==> config.mk <==
export PLATFORM = sky130hd
export DESIGN_NAME = trigger_output_gating
export DESIGN_NICKNAME = d
export VERILOG_FILES = /design/src/trig_gate_pkg.sv /design/src/sync2.sv /design/src/trigger_output_gating.sv
export SDC_FILE = /design/constraint.sdc
export NUM_CORES = 1
export LEC_CHECK = 0
export BUFFER_PORTS_ARGS = -buffer_cell sky130_fd_sc_hd__buf_4
export CAP_MARGIN = 25
export CORE_UTILIZATION = 46
export CTS_CLUSTER_DIAMETER = 30
export DETAILED_ROUTE_END_ITERATION = 7
export PLACE_DENSITY = 0.71
export SYNTH_ARGS = -nofsm -noshare
export SYNTH_HDL_FRONTEND = slang
export SYNTH_SLANG_ARGS = --single-unit
==> constraint.sdc <==
create_clock -name clk -period 5.1 [get_ports clk]
set_input_delay 1.02 -clock clk [delete_from_list [all_inputs] [get_ports clk]]
set_output_delay 1.02 -clock clk [all_outputs]
set_load 0.01 [all_outputs]
==> src/trig_gate_pkg.sv <==
// shared constants and types for the trigger output gating block
package trig_gate_pkg;
	localparam int unsigned CLK_HZ = 10_000_000;
	localparam int unsigned EDGE_PULSE_NS = 5000;
	localparam int unsigned EDGE_PULSE_CYC = (EDGE_PULSE_NS * (CLK_HZ / 1_000_000) + 999) / 1000;
	localparam int unsigned REACT_DELAY = 4;
	localparam logic [21:0] REDUCE_MAX = 22'h2D_C6C0;
	localparam logic [21:0] REDUCE_RST = 22'h00_0001;
	localparam logic [13:0] COUNT_STOP = 14'h0000;
	localparam logic [13:0] COUNT_CONT = 14'h3FFF;
	localparam logic [13:0] COUNT_RST = 14'h0001;
	localparam int unsigned MARK_BIT = 31;
	localparam int unsigned EVT_LSB = 16;
	localparam int unsigned STATUS_TRIG_BIT = 15;
	localparam logic [4:0] REG_MODE = 5'h00;
	localparam logic [4:0] REG_REDUCE = 5'h04;
	localparam logic [4:0] REG_COUNT = 5'h08;
	localparam logic [4:0] REG_CMD = 5'h0C;
	localparam logic [4:0] REG_STAT = 5'h10;
	localparam logic [4:0] REG_WORD = 5'h14;
	localparam logic [7:0] MODE_RST = 8'h00;
	typedef enum logic [1:0] {TRIG_NONE, TRIG_LEVEL, TRIG_EDGE, TRIG_SOFT} trig_mode_t;
endpackage

==> src/sync2.sv <==
// two flip-flop synchroniser for a pin level
`timescale 1ns/1ns
`default_nettype none
module sync2 (
	input wire logic clk,
	input wire logic reset_n,
	input wire logic d,
	output logic q
);
	logic meta_ff;
	// two stages, only the second is read
	always_ff @(posedge clk or negedge reset_n) begin
		if (!reset_n) begin
			meta_ff <= 1'b0;
			q <= 1'b0;
		end else begin
			meta_ff <= d;
			q <= meta_ff;
		end
	end
endmodule // sync2
`default_nettype wire

==> src/trigger_output_gating.sv <==
// trigger gating, sub-sampling and trigger marking of the measurement stream
// How it works
// - emit every nth value, n 1..3000000
// - reduction only on selected output interfaces
// - triggering never changes measurement cycle timing
// - output reacts four cycles after trigger
// - level mode outputs while level held
// - edge starts counted or continuous output
// - count 0 stop, 16383 continuous, else count; in edge mode count 0 still passes the value at each edge
// - software command starts output, no timing
// - count zero in software mode stops output
// - input high when positive above negative
// - shared input defaults to synchronisation
// - acquire only after valid trigger, except in output-all or no-trigger mode
// - averaging skips values before trigger, except in output-all or no-trigger mode
// - output-all passes everything, marks status bit 15
// - status bit 15 shows trigger present, in output-all mode only
// - no output-all on fieldbus
// - counter word only on network output
// - counter word: marker, reserved, event, value
// - word bit 31 shows trigger present
// - output-all marker high in events only
// - 14-bit event counter counts effective edges
// - value counter clears on edge, counts values
// - counter reset acts on next edge
//
// Decided for this implementation: the register offsets and the plain strobed port.
`timescale 1ns/1ns
`default_nettype none
module trigger_output_gating (
	input wire logic clk,
	input wire logic reset_n,
	input wire logic trig_cmp_pin,
	input wire logic meas_tick,
	input wire logic [4:0] addr,
	input wire logic [31:0] wdata,
	input wire logic wr,
	input wire logic rd,
	output logic [31:0] rdata,
	output logic acquire_ff,
	output logic serial_valid_ff,
	output logic net_valid_ff,
	output logic fieldbus_valid_ff,
	output logic status_trig_ff,
	output logic [31:0] counter_word_ff,
	output logic counter_word_en_ff,
	output logic avg_hold_ff,
	output logic sync_in_ff
);
	// mode register fields
	logic [7:0] mode_ff;
	trig_gate_pkg::trig_mode_t trig_mode;
	logic pol_high, out_all, use_trig, red_serial, red_net, fieldbus_mode, extra_cnt;
	assign trig_mode = trig_gate_pkg::trig_mode_t'(mode_ff[1:0]);
	assign pol_high = mode_ff[2];
	assign out_all = mode_ff[3];
	assign use_trig = mode_ff[4];
	assign red_serial = mode_ff[5];
	assign red_net = mode_ff[6];
	assign fieldbus_mode = mode_ff[7];
	logic extra_ff;
	assign extra_cnt = extra_ff;
	logic [21:0] reduce_ff;
	logic [13:0] count_ff;
	logic soft_pulse, cnt_rst_cmd;

	// address decode for the write path and the command strobes; the read path decodes with its own case
	function automatic logic hit(input logic [4:0] a, input logic [4:0] r);
		hit = (a == r);
	endfunction

	// register writes; the comparator input defaults to synchronisation
	always_ff @(posedge clk or negedge reset_n) begin
		if (!reset_n) begin
			mode_ff <= trig_gate_pkg::MODE_RST;
			reduce_ff <= trig_gate_pkg::REDUCE_RST;
			count_ff <= trig_gate_pkg::COUNT_RST;
			extra_ff <= 1'b0;
		end else if (wr) begin
			if (hit(addr, trig_gate_pkg::REG_MODE))
				mode_ff <= wdata[7:0];
			if (hit(addr, trig_gate_pkg::REG_REDUCE)) begin
				if (wdata[21:0] == 22'h00_0000)
					reduce_ff <= trig_gate_pkg::REDUCE_RST;
				else if (wdata[21:0] > trig_gate_pkg::REDUCE_MAX)
					reduce_ff <= trig_gate_pkg::REDUCE_MAX;
				else
					reduce_ff <= wdata[21:0];
			end
			if (hit(addr, trig_gate_pkg::REG_COUNT))
				count_ff <= wdata[13:0];
			if (hit(addr, trig_gate_pkg::REG_CMD))
				extra_ff <= wdata[2]; // extra data select
		end
	end
	assign soft_pulse = wr && hit(addr, trig_gate_pkg::REG_CMD) && wdata[0];
	assign cnt_rst_cmd = wr && hit(addr, trig_gate_pkg::REG_CMD) && wdata[1];

	// comparator level through two flops; high means positive above negative
	logic trig_lvl;
	sync2 u_sync (
		.clk(clk),
		.reset_n(reset_n),
		.d(trig_cmp_pin),
		.q(trig_lvl)
	);

	// shared input routed to sync path or trigger path
	always_ff @(posedge clk or negedge reset_n) begin
		if (!reset_n)
			sync_in_ff <= 1'b0;
		else
			sync_in_ff <= use_trig ? 1'b0 : trig_lvl;
	end

	// sample the trigger once per measurement cycle, delay line of 4 cycles
	logic [trig_gate_pkg::REACT_DELAY-1:0] dly_ff;
	logic trig_d, prev_d;
	always_ff @(posedge clk or negedge reset_n) begin
		if (!reset_n) begin
			dly_ff <= '0;
			prev_d <= 1'b0;
		end else if (meas_tick) begin
			dly_ff <= {dly_ff[trig_gate_pkg::REACT_DELAY-2:0], trig_lvl};
			prev_d <= trig_d;
		end
	end
	assign trig_d = dly_ff[trig_gate_pkg::REACT_DELAY-1];

	// active level and effective edge, mapped by polarity
	logic act_lvl, eff_edge, soft_pend_ff, soft_go, pin_edge;
	assign act_lvl = use_trig && (pol_high ? trig_d : !trig_d);
	assign pin_edge = meas_tick && act_lvl && (pol_high ? !prev_d : prev_d);
	always_comb begin
		eff_edge = 1'b0;
		soft_go = 1'b0;
		case (trig_mode)
			trig_gate_pkg::TRIG_LEVEL: eff_edge = pin_edge;
			trig_gate_pkg::TRIG_EDGE: eff_edge = pin_edge;
			trig_gate_pkg::TRIG_SOFT: begin
				soft_go = meas_tick && soft_pend_ff;
				eff_edge = soft_go && (count_ff != trig_gate_pkg::COUNT_STOP);
			end
			default: eff_edge = 1'b0;
		endcase
	end

	// pending software trigger, taken at next measurement cycle
	always_ff @(posedge clk or negedge reset_n) begin
		if (!reset_n)
			soft_pend_ff <= 1'b0;
		else if (soft_pulse)
			soft_pend_ff <= 1'b1;
		else if (meas_tick)
			soft_pend_ff <= 1'b0;
	end

	// burst state for edge and software modes
	logic [13:0] left_ff;
	logic burst_ff, cont_ff, stop_now;
	assign stop_now = (trig_mode == trig_gate_pkg::TRIG_SOFT || trig_mode == trig_gate_pkg::TRIG_EDGE)
		&& count_ff == trig_gate_pkg::COUNT_STOP;
	always_ff @(posedge clk or negedge reset_n) begin
		if (!reset_n) begin
			burst_ff <= 1'b0;
			cont_ff <= 1'b0;
			left_ff <= '0;
		end else if (stop_now || trig_mode == trig_gate_pkg::TRIG_NONE
			|| trig_mode == trig_gate_pkg::TRIG_LEVEL) begin
			burst_ff <= 1'b0;
			cont_ff <= 1'b0;
			left_ff <= '0;
		end else if (eff_edge) begin
			// the edge value is the first of the count
			burst_ff <= (count_ff != 14'h0001);
			cont_ff <= (count_ff == trig_gate_pkg::COUNT_CONT);
			left_ff <= count_ff - 14'h0001;
		end else if (meas_tick && burst_ff && !cont_ff) begin
			left_ff <= left_ff - 14'h0001;
			if (left_ff == 14'h0001)
				burst_ff <= 1'b0;
		end
	end

	// trigger present for the current value
	logic trig_on;
	always_comb begin
		case (trig_mode)
			trig_gate_pkg::TRIG_LEVEL: trig_on = act_lvl;
			trig_gate_pkg::TRIG_EDGE: trig_on = eff_edge || burst_ff;
			trig_gate_pkg::TRIG_SOFT: trig_on = eff_edge || burst_ff;
			default: trig_on = 1'b0;
		endcase
	end

	// value passes gate: all values in output-all or no-trigger mode
	logic pass, no_trig;
	assign no_trig = (trig_mode == trig_gate_pkg::TRIG_NONE);
	assign pass = no_trig || out_all || trig_on;

	// event and value counters; reset request waits for next edge
	logic [13:0] evt_ff, val_ff, nxt_evt, nxt_val;
	logic rst_pend_ff, first_ff;
	// next counts are also what the word of this value carries
	assign nxt_evt = !eff_edge ? evt_ff
		: (rst_pend_ff || cnt_rst_cmd || first_ff) ? 14'h0000
		: evt_ff + 14'h0001;
	assign nxt_val = eff_edge ? 14'h0000
		: (meas_tick && trig_on && val_ff != 14'h3FFF) ? val_ff + 14'h0001
		: val_ff;
	always_ff @(posedge clk or negedge reset_n) begin
		if (!reset_n) begin
			evt_ff <= '0;
			val_ff <= '0;
			rst_pend_ff <= 1'b0;
			first_ff <= 1'b1;
		end else begin
			evt_ff <= nxt_evt;
			val_ff <= nxt_val;
			if (eff_edge) begin
				first_ff <= 1'b0;
				rst_pend_ff <= 1'b0;
			end else if (cnt_rst_cmd)
				rst_pend_ff <= 1'b1;
		end
	end

	// modulo-n sub-sampler on gated stream
	logic [21:0] sub_ff;
	logic sub_emit;
	assign sub_emit = (sub_ff == 22'h00_0000);
	always_ff @(posedge clk or negedge reset_n) begin
		if (!reset_n)
			sub_ff <= '0;
		else if (meas_tick && pass) begin
			if (sub_ff >= reduce_ff - 22'h00_0001)
				sub_ff <= '0;
			else
				sub_ff <= sub_ff + 22'h00_0001;
		end
	end

	// output strobes per interface, one per measurement cycle
	always_ff @(posedge clk or negedge reset_n) begin
		if (!reset_n) begin
			serial_valid_ff <= 1'b0;
			net_valid_ff <= 1'b0;
			fieldbus_valid_ff <= 1'b0;
			acquire_ff <= 1'b0;
			avg_hold_ff <= 1'b0;
		end else begin
			serial_valid_ff <= meas_tick && pass && !fieldbus_mode
				&& (!red_serial || sub_emit);
			net_valid_ff <= meas_tick && pass && !fieldbus_mode
				&& (!red_net || sub_emit);
			fieldbus_valid_ff <= meas_tick && fieldbus_mode
				&& (no_trig || trig_on);
			acquire_ff <= meas_tick && (no_trig || out_all || trig_on);
			avg_hold_ff <= meas_tick && !out_all && !no_trig
				&& !trig_on;
		end
	end

	// status marker and counter word for each value
	always_ff @(posedge clk or negedge reset_n) begin
		if (!reset_n) begin
			status_trig_ff <= 1'b0;
			counter_word_ff <= '0;
			counter_word_en_ff <= 1'b0;
		end else if (meas_tick) begin
			status_trig_ff <= out_all && trig_on;
			counter_word_ff <= {trig_on, 1'b0, nxt_evt, 2'b00, nxt_val};
			counter_word_en_ff <= extra_cnt && !fieldbus_mode;
		end
	end

	// read port, data one cycle after strobe
	always_ff @(posedge clk or negedge reset_n) begin
		if (!reset_n)
			rdata <= '0;
		else if (rd) begin
			case (addr)
				trig_gate_pkg::REG_MODE: rdata <= {24'h00_0000, mode_ff};
				trig_gate_pkg::REG_REDUCE: rdata <= {10'h000, reduce_ff};
				trig_gate_pkg::REG_COUNT: rdata <= {18'h0_0000, count_ff};
				trig_gate_pkg::REG_CMD: rdata <= {29'h0000_0000, extra_ff, rst_pend_ff, soft_pend_ff};
				trig_gate_pkg::REG_STAT: rdata <= {29'h0000_0000, burst_ff, trig_on, trig_d};
				trig_gate_pkg::REG_WORD: rdata <= counter_word_ff;
				default: rdata <= '0;
			endcase
		end else
			rdata <= '0;
	end

	// checks
	property p_delay;
		@(posedge clk) disable iff (!reset_n)
		meas_tick |=> dly_ff[0] == $past(trig_lvl);
	endproperty
	a_delay: assert property (p_delay) else $error("delay stage not loaded");
	property p_stop;
		@(posedge clk) disable iff (!reset_n)
		stop_now |=> !burst_ff;
	endproperty
	a_stop: assert property (p_stop) else $error("burst not stopped at zero count");
	property p_mark;
		@(posedge clk) disable iff (!reset_n)
		status_trig_ff |-> counter_word_ff[trig_gate_pkg::MARK_BIT];
	endproperty
	a_mark: assert property (p_mark) else $error("markers disagree");
	property p_none;
		@(posedge clk) disable iff (!reset_n)
		(meas_tick && no_trig) |=> !counter_word_ff[trig_gate_pkg::MARK_BIT];
	endproperty
	a_none: assert property (p_none) else $error("marker set without trigger mode");
	property p_val_clr;
		@(posedge clk) disable iff (!reset_n)
		eff_edge |=> val_ff == 14'h0000;
	endproperty
	a_val_clr: assert property (p_val_clr) else $error("value counter not cleared");
	property p_evt;
		@(posedge clk) disable iff (!reset_n)
		(eff_edge && !rst_pend_ff && !cnt_rst_cmd && !first_ff) |=> evt_ff == $past(evt_ff) + 14'h0001;
	endproperty
	a_evt: assert property (p_evt) else $error("event counter not advanced");
	property p_rst;
		@(posedge clk) disable iff (!reset_n)
		(cnt_rst_cmd && !eff_edge) |=> rst_pend_ff && evt_ff == $past(evt_ff);
	endproperty
	a_rst: assert property (p_rst) else $error("counter reset acted early");
	property p_fieldbus;
		@(posedge clk) disable iff (!reset_n)
		(meas_tick && fieldbus_mode) |=> !serial_valid_ff && !net_valid_ff && !counter_word_en_ff;
	endproperty
	a_fieldbus: assert property (p_fieldbus) else $error("network data in fieldbus mode");
	property p_reduce;
		@(posedge clk) disable iff (!reset_n)
		reduce_ff >= trig_gate_pkg::REDUCE_RST && reduce_ff <= trig_gate_pkg::REDUCE_MAX;
	endproperty
	a_reduce: assert property (p_reduce) else $error("reduction factor out of range");
endmodule // trigger_output_gating
`default_nettype wire

Yosys cells after proc, flatten, opt, wreduce, memory -nomap -nowiden
Index checks and enable logic that the tools add are counted.
- $add $sub $neg: 6
- magnitude comparators: 2
- eq/ne operators: 12
- muxes and demuxes: 27
- reductions and logical operators: 62
- operator list (cell ; count):
    $pmux W32 S6 ; 1
    $mux W14 ; 7
    $mux W22 ; 3
    $logic_not A22 Y1 ; 2
    $mux W32 ; 1
    $add A14 B1 Y14 const B ; 2
    $sub A14 B1 Y14 const B ; 2
    $logic_and A1 B1 Y1 ; 24
    $add A22 B1 Y22 const B ; 1
    $ge A22 B22 Y1 ; 1
    $gt A22 B22 Y1 const B ; 1
    $sub A22 B1 Y22 const B ; 1
    $eq A14 B1 Y1 const B ; 1
    $eq A14 B14 Y1 const B ; 1
    $logic_not A14 Y1 ; 1
    $ne A14 B1 Y1 const B ; 1
    $ne A14 B14 Y1 const B ; 1
    $reduce_bool A14 Y1 ; 1
    $mux W1 ; 13
    $logic_or A1 B1 Y1 ; 11
    $eq A5 B4 Y1 const B ; 2
    $eq A5 B5 Y1 const B ; 2
    $reduce_and A2 Y1 ; 5
    $logic_not A1 Y1 ; 9
    9 further kinds ; 15
- register bits: 190
- bits of input ports: 43
- output and inout bits: 72
- word-level logic and storage cells: 136

Longest topological paths before layout
- word-level depth: 12
- mapped depth: 16
- gate-level depth less buffers: 15

Modules after synthesis
From an unflattened synthesis, not the netlist that was laid out.
- cell total of the unflattened synthesis: 970
- area, all modules: 9957.0 um^2
- by module, submodules not included (module ; instances ; cells each ; area each (um^2) ; seq. area each (um^2)):
    trigger_output_gating ; 1 ; 968 ; 9907.0 ; 4683.2
    sync2 ; 1 ; 2 ; 50.0 ; 50.0

Worst setup path after synthesis
Ideal clock, no wire load.
- path kind: register -> register
- from: register reduce_ff[0]
- to: register sub_ff[21]
- library setup time: 126 ps
- data arrival time: 3840 ps
- required time: 4974 ps
- path slack: 1134 ps
- stages on the path, launching flop included: 17
- path buffers: 1
- clock period less this slack: 3966 ps
- cell sequence: dfstp_2 > inv_1 > ha_1 > or4b_1 > or3_1 > nand2b_4 > or3_1 > nor4_2 > xnor2_1 > ha_1 > nand4_1 > nor2_1 > and4_1 > o41a_1 > clkbuf_1 > nor2_1 > a221o_1
- word-level cells in the longest chain between the ends: 3
- ends and longest elaborated chain (item ; RTL line ; RTL):
    start, declared ; trigger_output_gating.sv:63 ; logic [21:0] reduce_ff;
    start signal, assigned ; trigger_output_gating.sv:76 ; reduce_ff <= trig_gate_pkg::REDUCE_RST;
    start signal, assigned ; trigger_output_gating.sv:84 ; reduce_ff <= trig_gate_pkg::REDUCE_RST;
    start signal, assigned ; trigger_output_gating.sv:86 ; reduce_ff <= trig_gate_pkg::REDUCE_MAX;
    $sub A22 B1 Y22 ; trigger_output_gating.sv:236 ; if (sub_ff >= reduce_ff - 22'h00_0001)
    $ge A22 B22 Y1 ; trigger_output_gating.sv:236 ;
    $mux W22 ; trigger_output_gating.sv:236 ;
    end signal, assigned ; trigger_output_gating.sv:239 ; sub_ff <= sub_ff + 22'h00_0001;
    end, declared ; trigger_output_gating.sv:229 ; logic [21:0] sub_ff;
No other way between the ends.
A chain may end at the register's enable or synchronous reset.

Worst setup path after layout
- from: register reduce_ff[0]
- to: register sub_ff[11]
Same word-level chain as after synthesis.

==> flow_metrics.env <==
export IMPL_outcome="complete, no violations"
export IMPL_critPathSlowestCell="nor3_2"
export IMPL_drt_initial_drc_count=657
export IMPL_syn_inst=1012
export IMPL_peakVddDrop_uv=217
export IMPL_synth_top_family_by_area="simple AND/OR/NAND/NOR gates"
export IMPL_ys_warn_count=0
export IMPL_layout_drive_gt1_share=0.186
export IMPL_cts_max_level=4
export IMPL_grt_pass1_wl_um=42700
export IMPL_clk_pin_slew_ns=0.08
export IMPL_grt_overflow=0
export IMPL_wirelength_um=26500
export IMPL_core_mm2=0.0214
export IMPL_relSlewSlack=0.316
export IMPL_final_cells=1380
export IMPL_drt_pass1_iterations=5
export IMPL_cp_end_kind="register"
export IMPL_gp_congestion=0.875
export IMPL_diodes=0
export IMPL_post_cts_buffers=0
export IMPL_maxSlewViolCount=0
export IMPL_period_needed_ns=4.41
export IMPL_port_buffers=100
export IMPL_clock_path_buffers=2
export IMPL_drc=0
export IMPL_post_place_cells=1348
export IMPL_regArea_mm2=0.00473
export IMPL_setup_violations_final=0
export IMPL_fmax_mhz=227
export IMPL_cts_tree="yes"
export IMPL_gr_usage_all_layers=0.247
export IMPL_synthXorXnorAreaFrac=0.0414
export IMPL_final_cell_mix="dfrtp_1, buf_4, nor2_1"
export IMPL_required_ns=5.49
export IMPL_post_route_period_util=0.864
export IMPL_worstPathArrival_ns=4.79
export IMPL_maxCapViolations=0
export IMPL_die_w_um=151
export IMPL_critical_path_top_delay_family="simple AND/OR/NAND/NOR gates"
export IMPL_multi_input_area_mm2=0.00510
export IMPL_cts_made_buffers=17
export IMPL_place_area_mm2=0.0111
export IMPL_root_buffer="clkbuf_16"
export IMPL_insertion_delay_ns=0.44
export IMPL_leakage_nw=5.43
export IMPL_design_area_mm2=0.0117
export IMPL_postRouteAntennaNets=0
export IMPL_ys_seq_elements=189
export IMPL_nets=1171
export IMPL_synth_seq_area_share=0.467
export IMPL_crit_path_cell_trace="inv_1 > ha_1 > or4b_1 > or3_1 > nand2b_4 > or3_1 > nor4_2 > xnor2_1 > ha_1 > nand4_1 > nor2_1 > and4_1 > o41a_1 > nor3_2 > buf_4 > a41o_1"
export IMPL_synthSimpleGateAreaFrac=0.201
export IMPL_cp_slowest_stage_delay_ns=0.54
export IMPL_initial_core_util=0.475
export IMPL_min_path_type="reg -> reg"
export IMPL_layout_commonest_cell="dfrtp_1"
export IMPL_synth_main_ff_cell="dfrtp_1"
export IMPL_antenna_found_initial=0
export IMPL_avgSynthCellArea_um2=10.0
export IMPL_critPathBufInv=2
export IMPL_netlist_area_mm2=0.0101
export IMPL_synth_compound_area_share=0.144
export IMPL_synthArstFlopShare=1.00
export IMPL_crit_type="reg -> reg"
export IMPL_drt_wirelength_per_cell_um=19.2
export IMPL_cts_hold_buffers=0
export IMPL_start_kind="register"
export IMPL_cp_max_fo=13
export IMPL_muxShareOfSynthArea=0.0698
export IMPL_power_density_mw_per_mm2=353
export IMPL_die_h_um=151
export IMPL_final_hold_viol_count=0
export IMPL_cts_sinks=189
export IMPL_skew_ns=0.0121
export IMPL_routed_via_density=5.93
export IMPL_worst_pin_slew_ns=1.02
export IMPL_rows=53
export IMPL_vias=8190
export IMPL_fin_setup_tns_ns=0
export IMPL_synthAdderAreaFrac=0.0444
export IMPL_finalPower_mw=4.13
export IMPL_fillers=1870
export IMPL_setup_ws_ns=0.691
export IMPL_ioPinCount=115
export IMPL_die_area_mm2=0.0227
export IMPL_area_delta_synth_final_pct=15.3
export IMPL_grt_max_degree=97
export IMPL_hpwl_um=19000
export IMPL_synth_edff_count=0
export IMPL_place_ws_ns=0.732
export IMPL_cts_resized=0
export IMPL_synth_cell_types=76
export IMPL_grt_pass1_vias=7771
export IMPL_rsz0062_at_grt="false"
==> final cells by class <==
type / count / area share
flip-flops and latches: 189 / 0.405
well taps: 275 / 0.0294
clock inverters: 15 / 0.0128
repair buffers: 111 / 0.0730
inverters: 25 / 0.00802
multi-input cells: 748 / 0.436
clock buffers: 17 / 0.0364
==> state kept, by name, indices dropped and copies added (netlist names), 4 cells and up <==
signal	cells
mode_ff	8
evt_ff	14
counter_word_ff	29
count_ff	14
left_ff	14
rdata	31
val_ff	14
reduce_ff	22
sub_ff	22
dly_ff	4
==> per-layer routing <==
metal	global-route usage	up-vias	routed length [um]
met5	0	-	0
li1	-	3880	-
met2	0.369	276	11900
met1	0.345	3988	12000
met3	0.0615	46	1860
met4	0.0939	0	807
==> worst paths after layout <==
| path | slack, ns | endpoint | depth (start not counted) | startpoint |
|---|---|---|---|---|
| setup / recovery | 0.69 | sub_ff[11]$_DFFE_PN0N_ | 16 | reduce_ff[0]$_DFFE_PN1P_ |
| min in group asynchronous | 0.61 | acquire_ff$_DFF_PN0_ | 1 | reset_n |
| max in group asynchronous | 3.51 | count_ff[0]$_DFFE_PN1P_ | 2 | reset_n |
| setup reg to reg | 0.69 | sub_ff[11]$_DFFE_PN0N_ | 16 | reduce_ff[0]$_DFFE_PN1P_ |
| hold reg to reg | 0.36 | u_sync.q$_DFF_PN0_ | 0 | u_sync.meta_ff$_DFF_PN0_ |
| hold / removal | 0.36 | u_sync.q$_DFF_PN0_ | 0 | u_sync.meta_ff$_DFF_PN0_ |
==> cell families (layout without fill, tap and decap cells) <==
kind of cell / count (synthesis) / in the layout
buffers and inverters: 78 / 168
muxes: 65 / 65
AOI/OAI and AO/OA: 205 / 205
DFF: 189 / 189
adders and majority gates: 36 / 36
other: 1 / 4
xor gates and xnor gates: 48 / 48
and+or+nand+nor: 390 / 390
==> synthesized netlist by cell type, types with 17 or more instances <==
cell / count / area share
inv_1: 23 / 0.0085
and3_1: 32 / 0.020
o31ai_1: 22 / 0.016
nor4_1: 20 / 0.012
o21ai_0: 44 / 0.022
dfrtp_1: 186 / 0.46
a22o_1: 26 / 0.022
a21oi_1: 30 / 0.015
nand2_1: 77 / 0.028
nand3_1: 37 / 0.018
mux2_2: 42 / 0.047
mux2i_1: 22 / 0.022
clkbuf_1: 34 / 0.013
nor3_1: 32 / 0.016
xnor2_1: 31 / 0.027
ha_1: 36 / 0.044
nor2_1: 94 / 0.035
xor2_1: 17 / 0.015
==> stage by stage <==
stage / hold slack (ns) / utilization
2_1_floorplan: 0.331 / -
5_1_grt: 0.379 / 0.548
6_report: 0.355 / 0.548
3_3_place_gp: 0.333 / 0.521
4_1_cts: 0.359 / 0.548
3_5_place_dp: 0.343 / 0.521
==> report_power, final <==
group	internal [mW]	total [mW]	switching, mW
logic	0.416	0.925	0.509
clock network	0.692	1.33	0.640
registers	1.65	1.88	0.231
(Power assumes the default switching activity.)
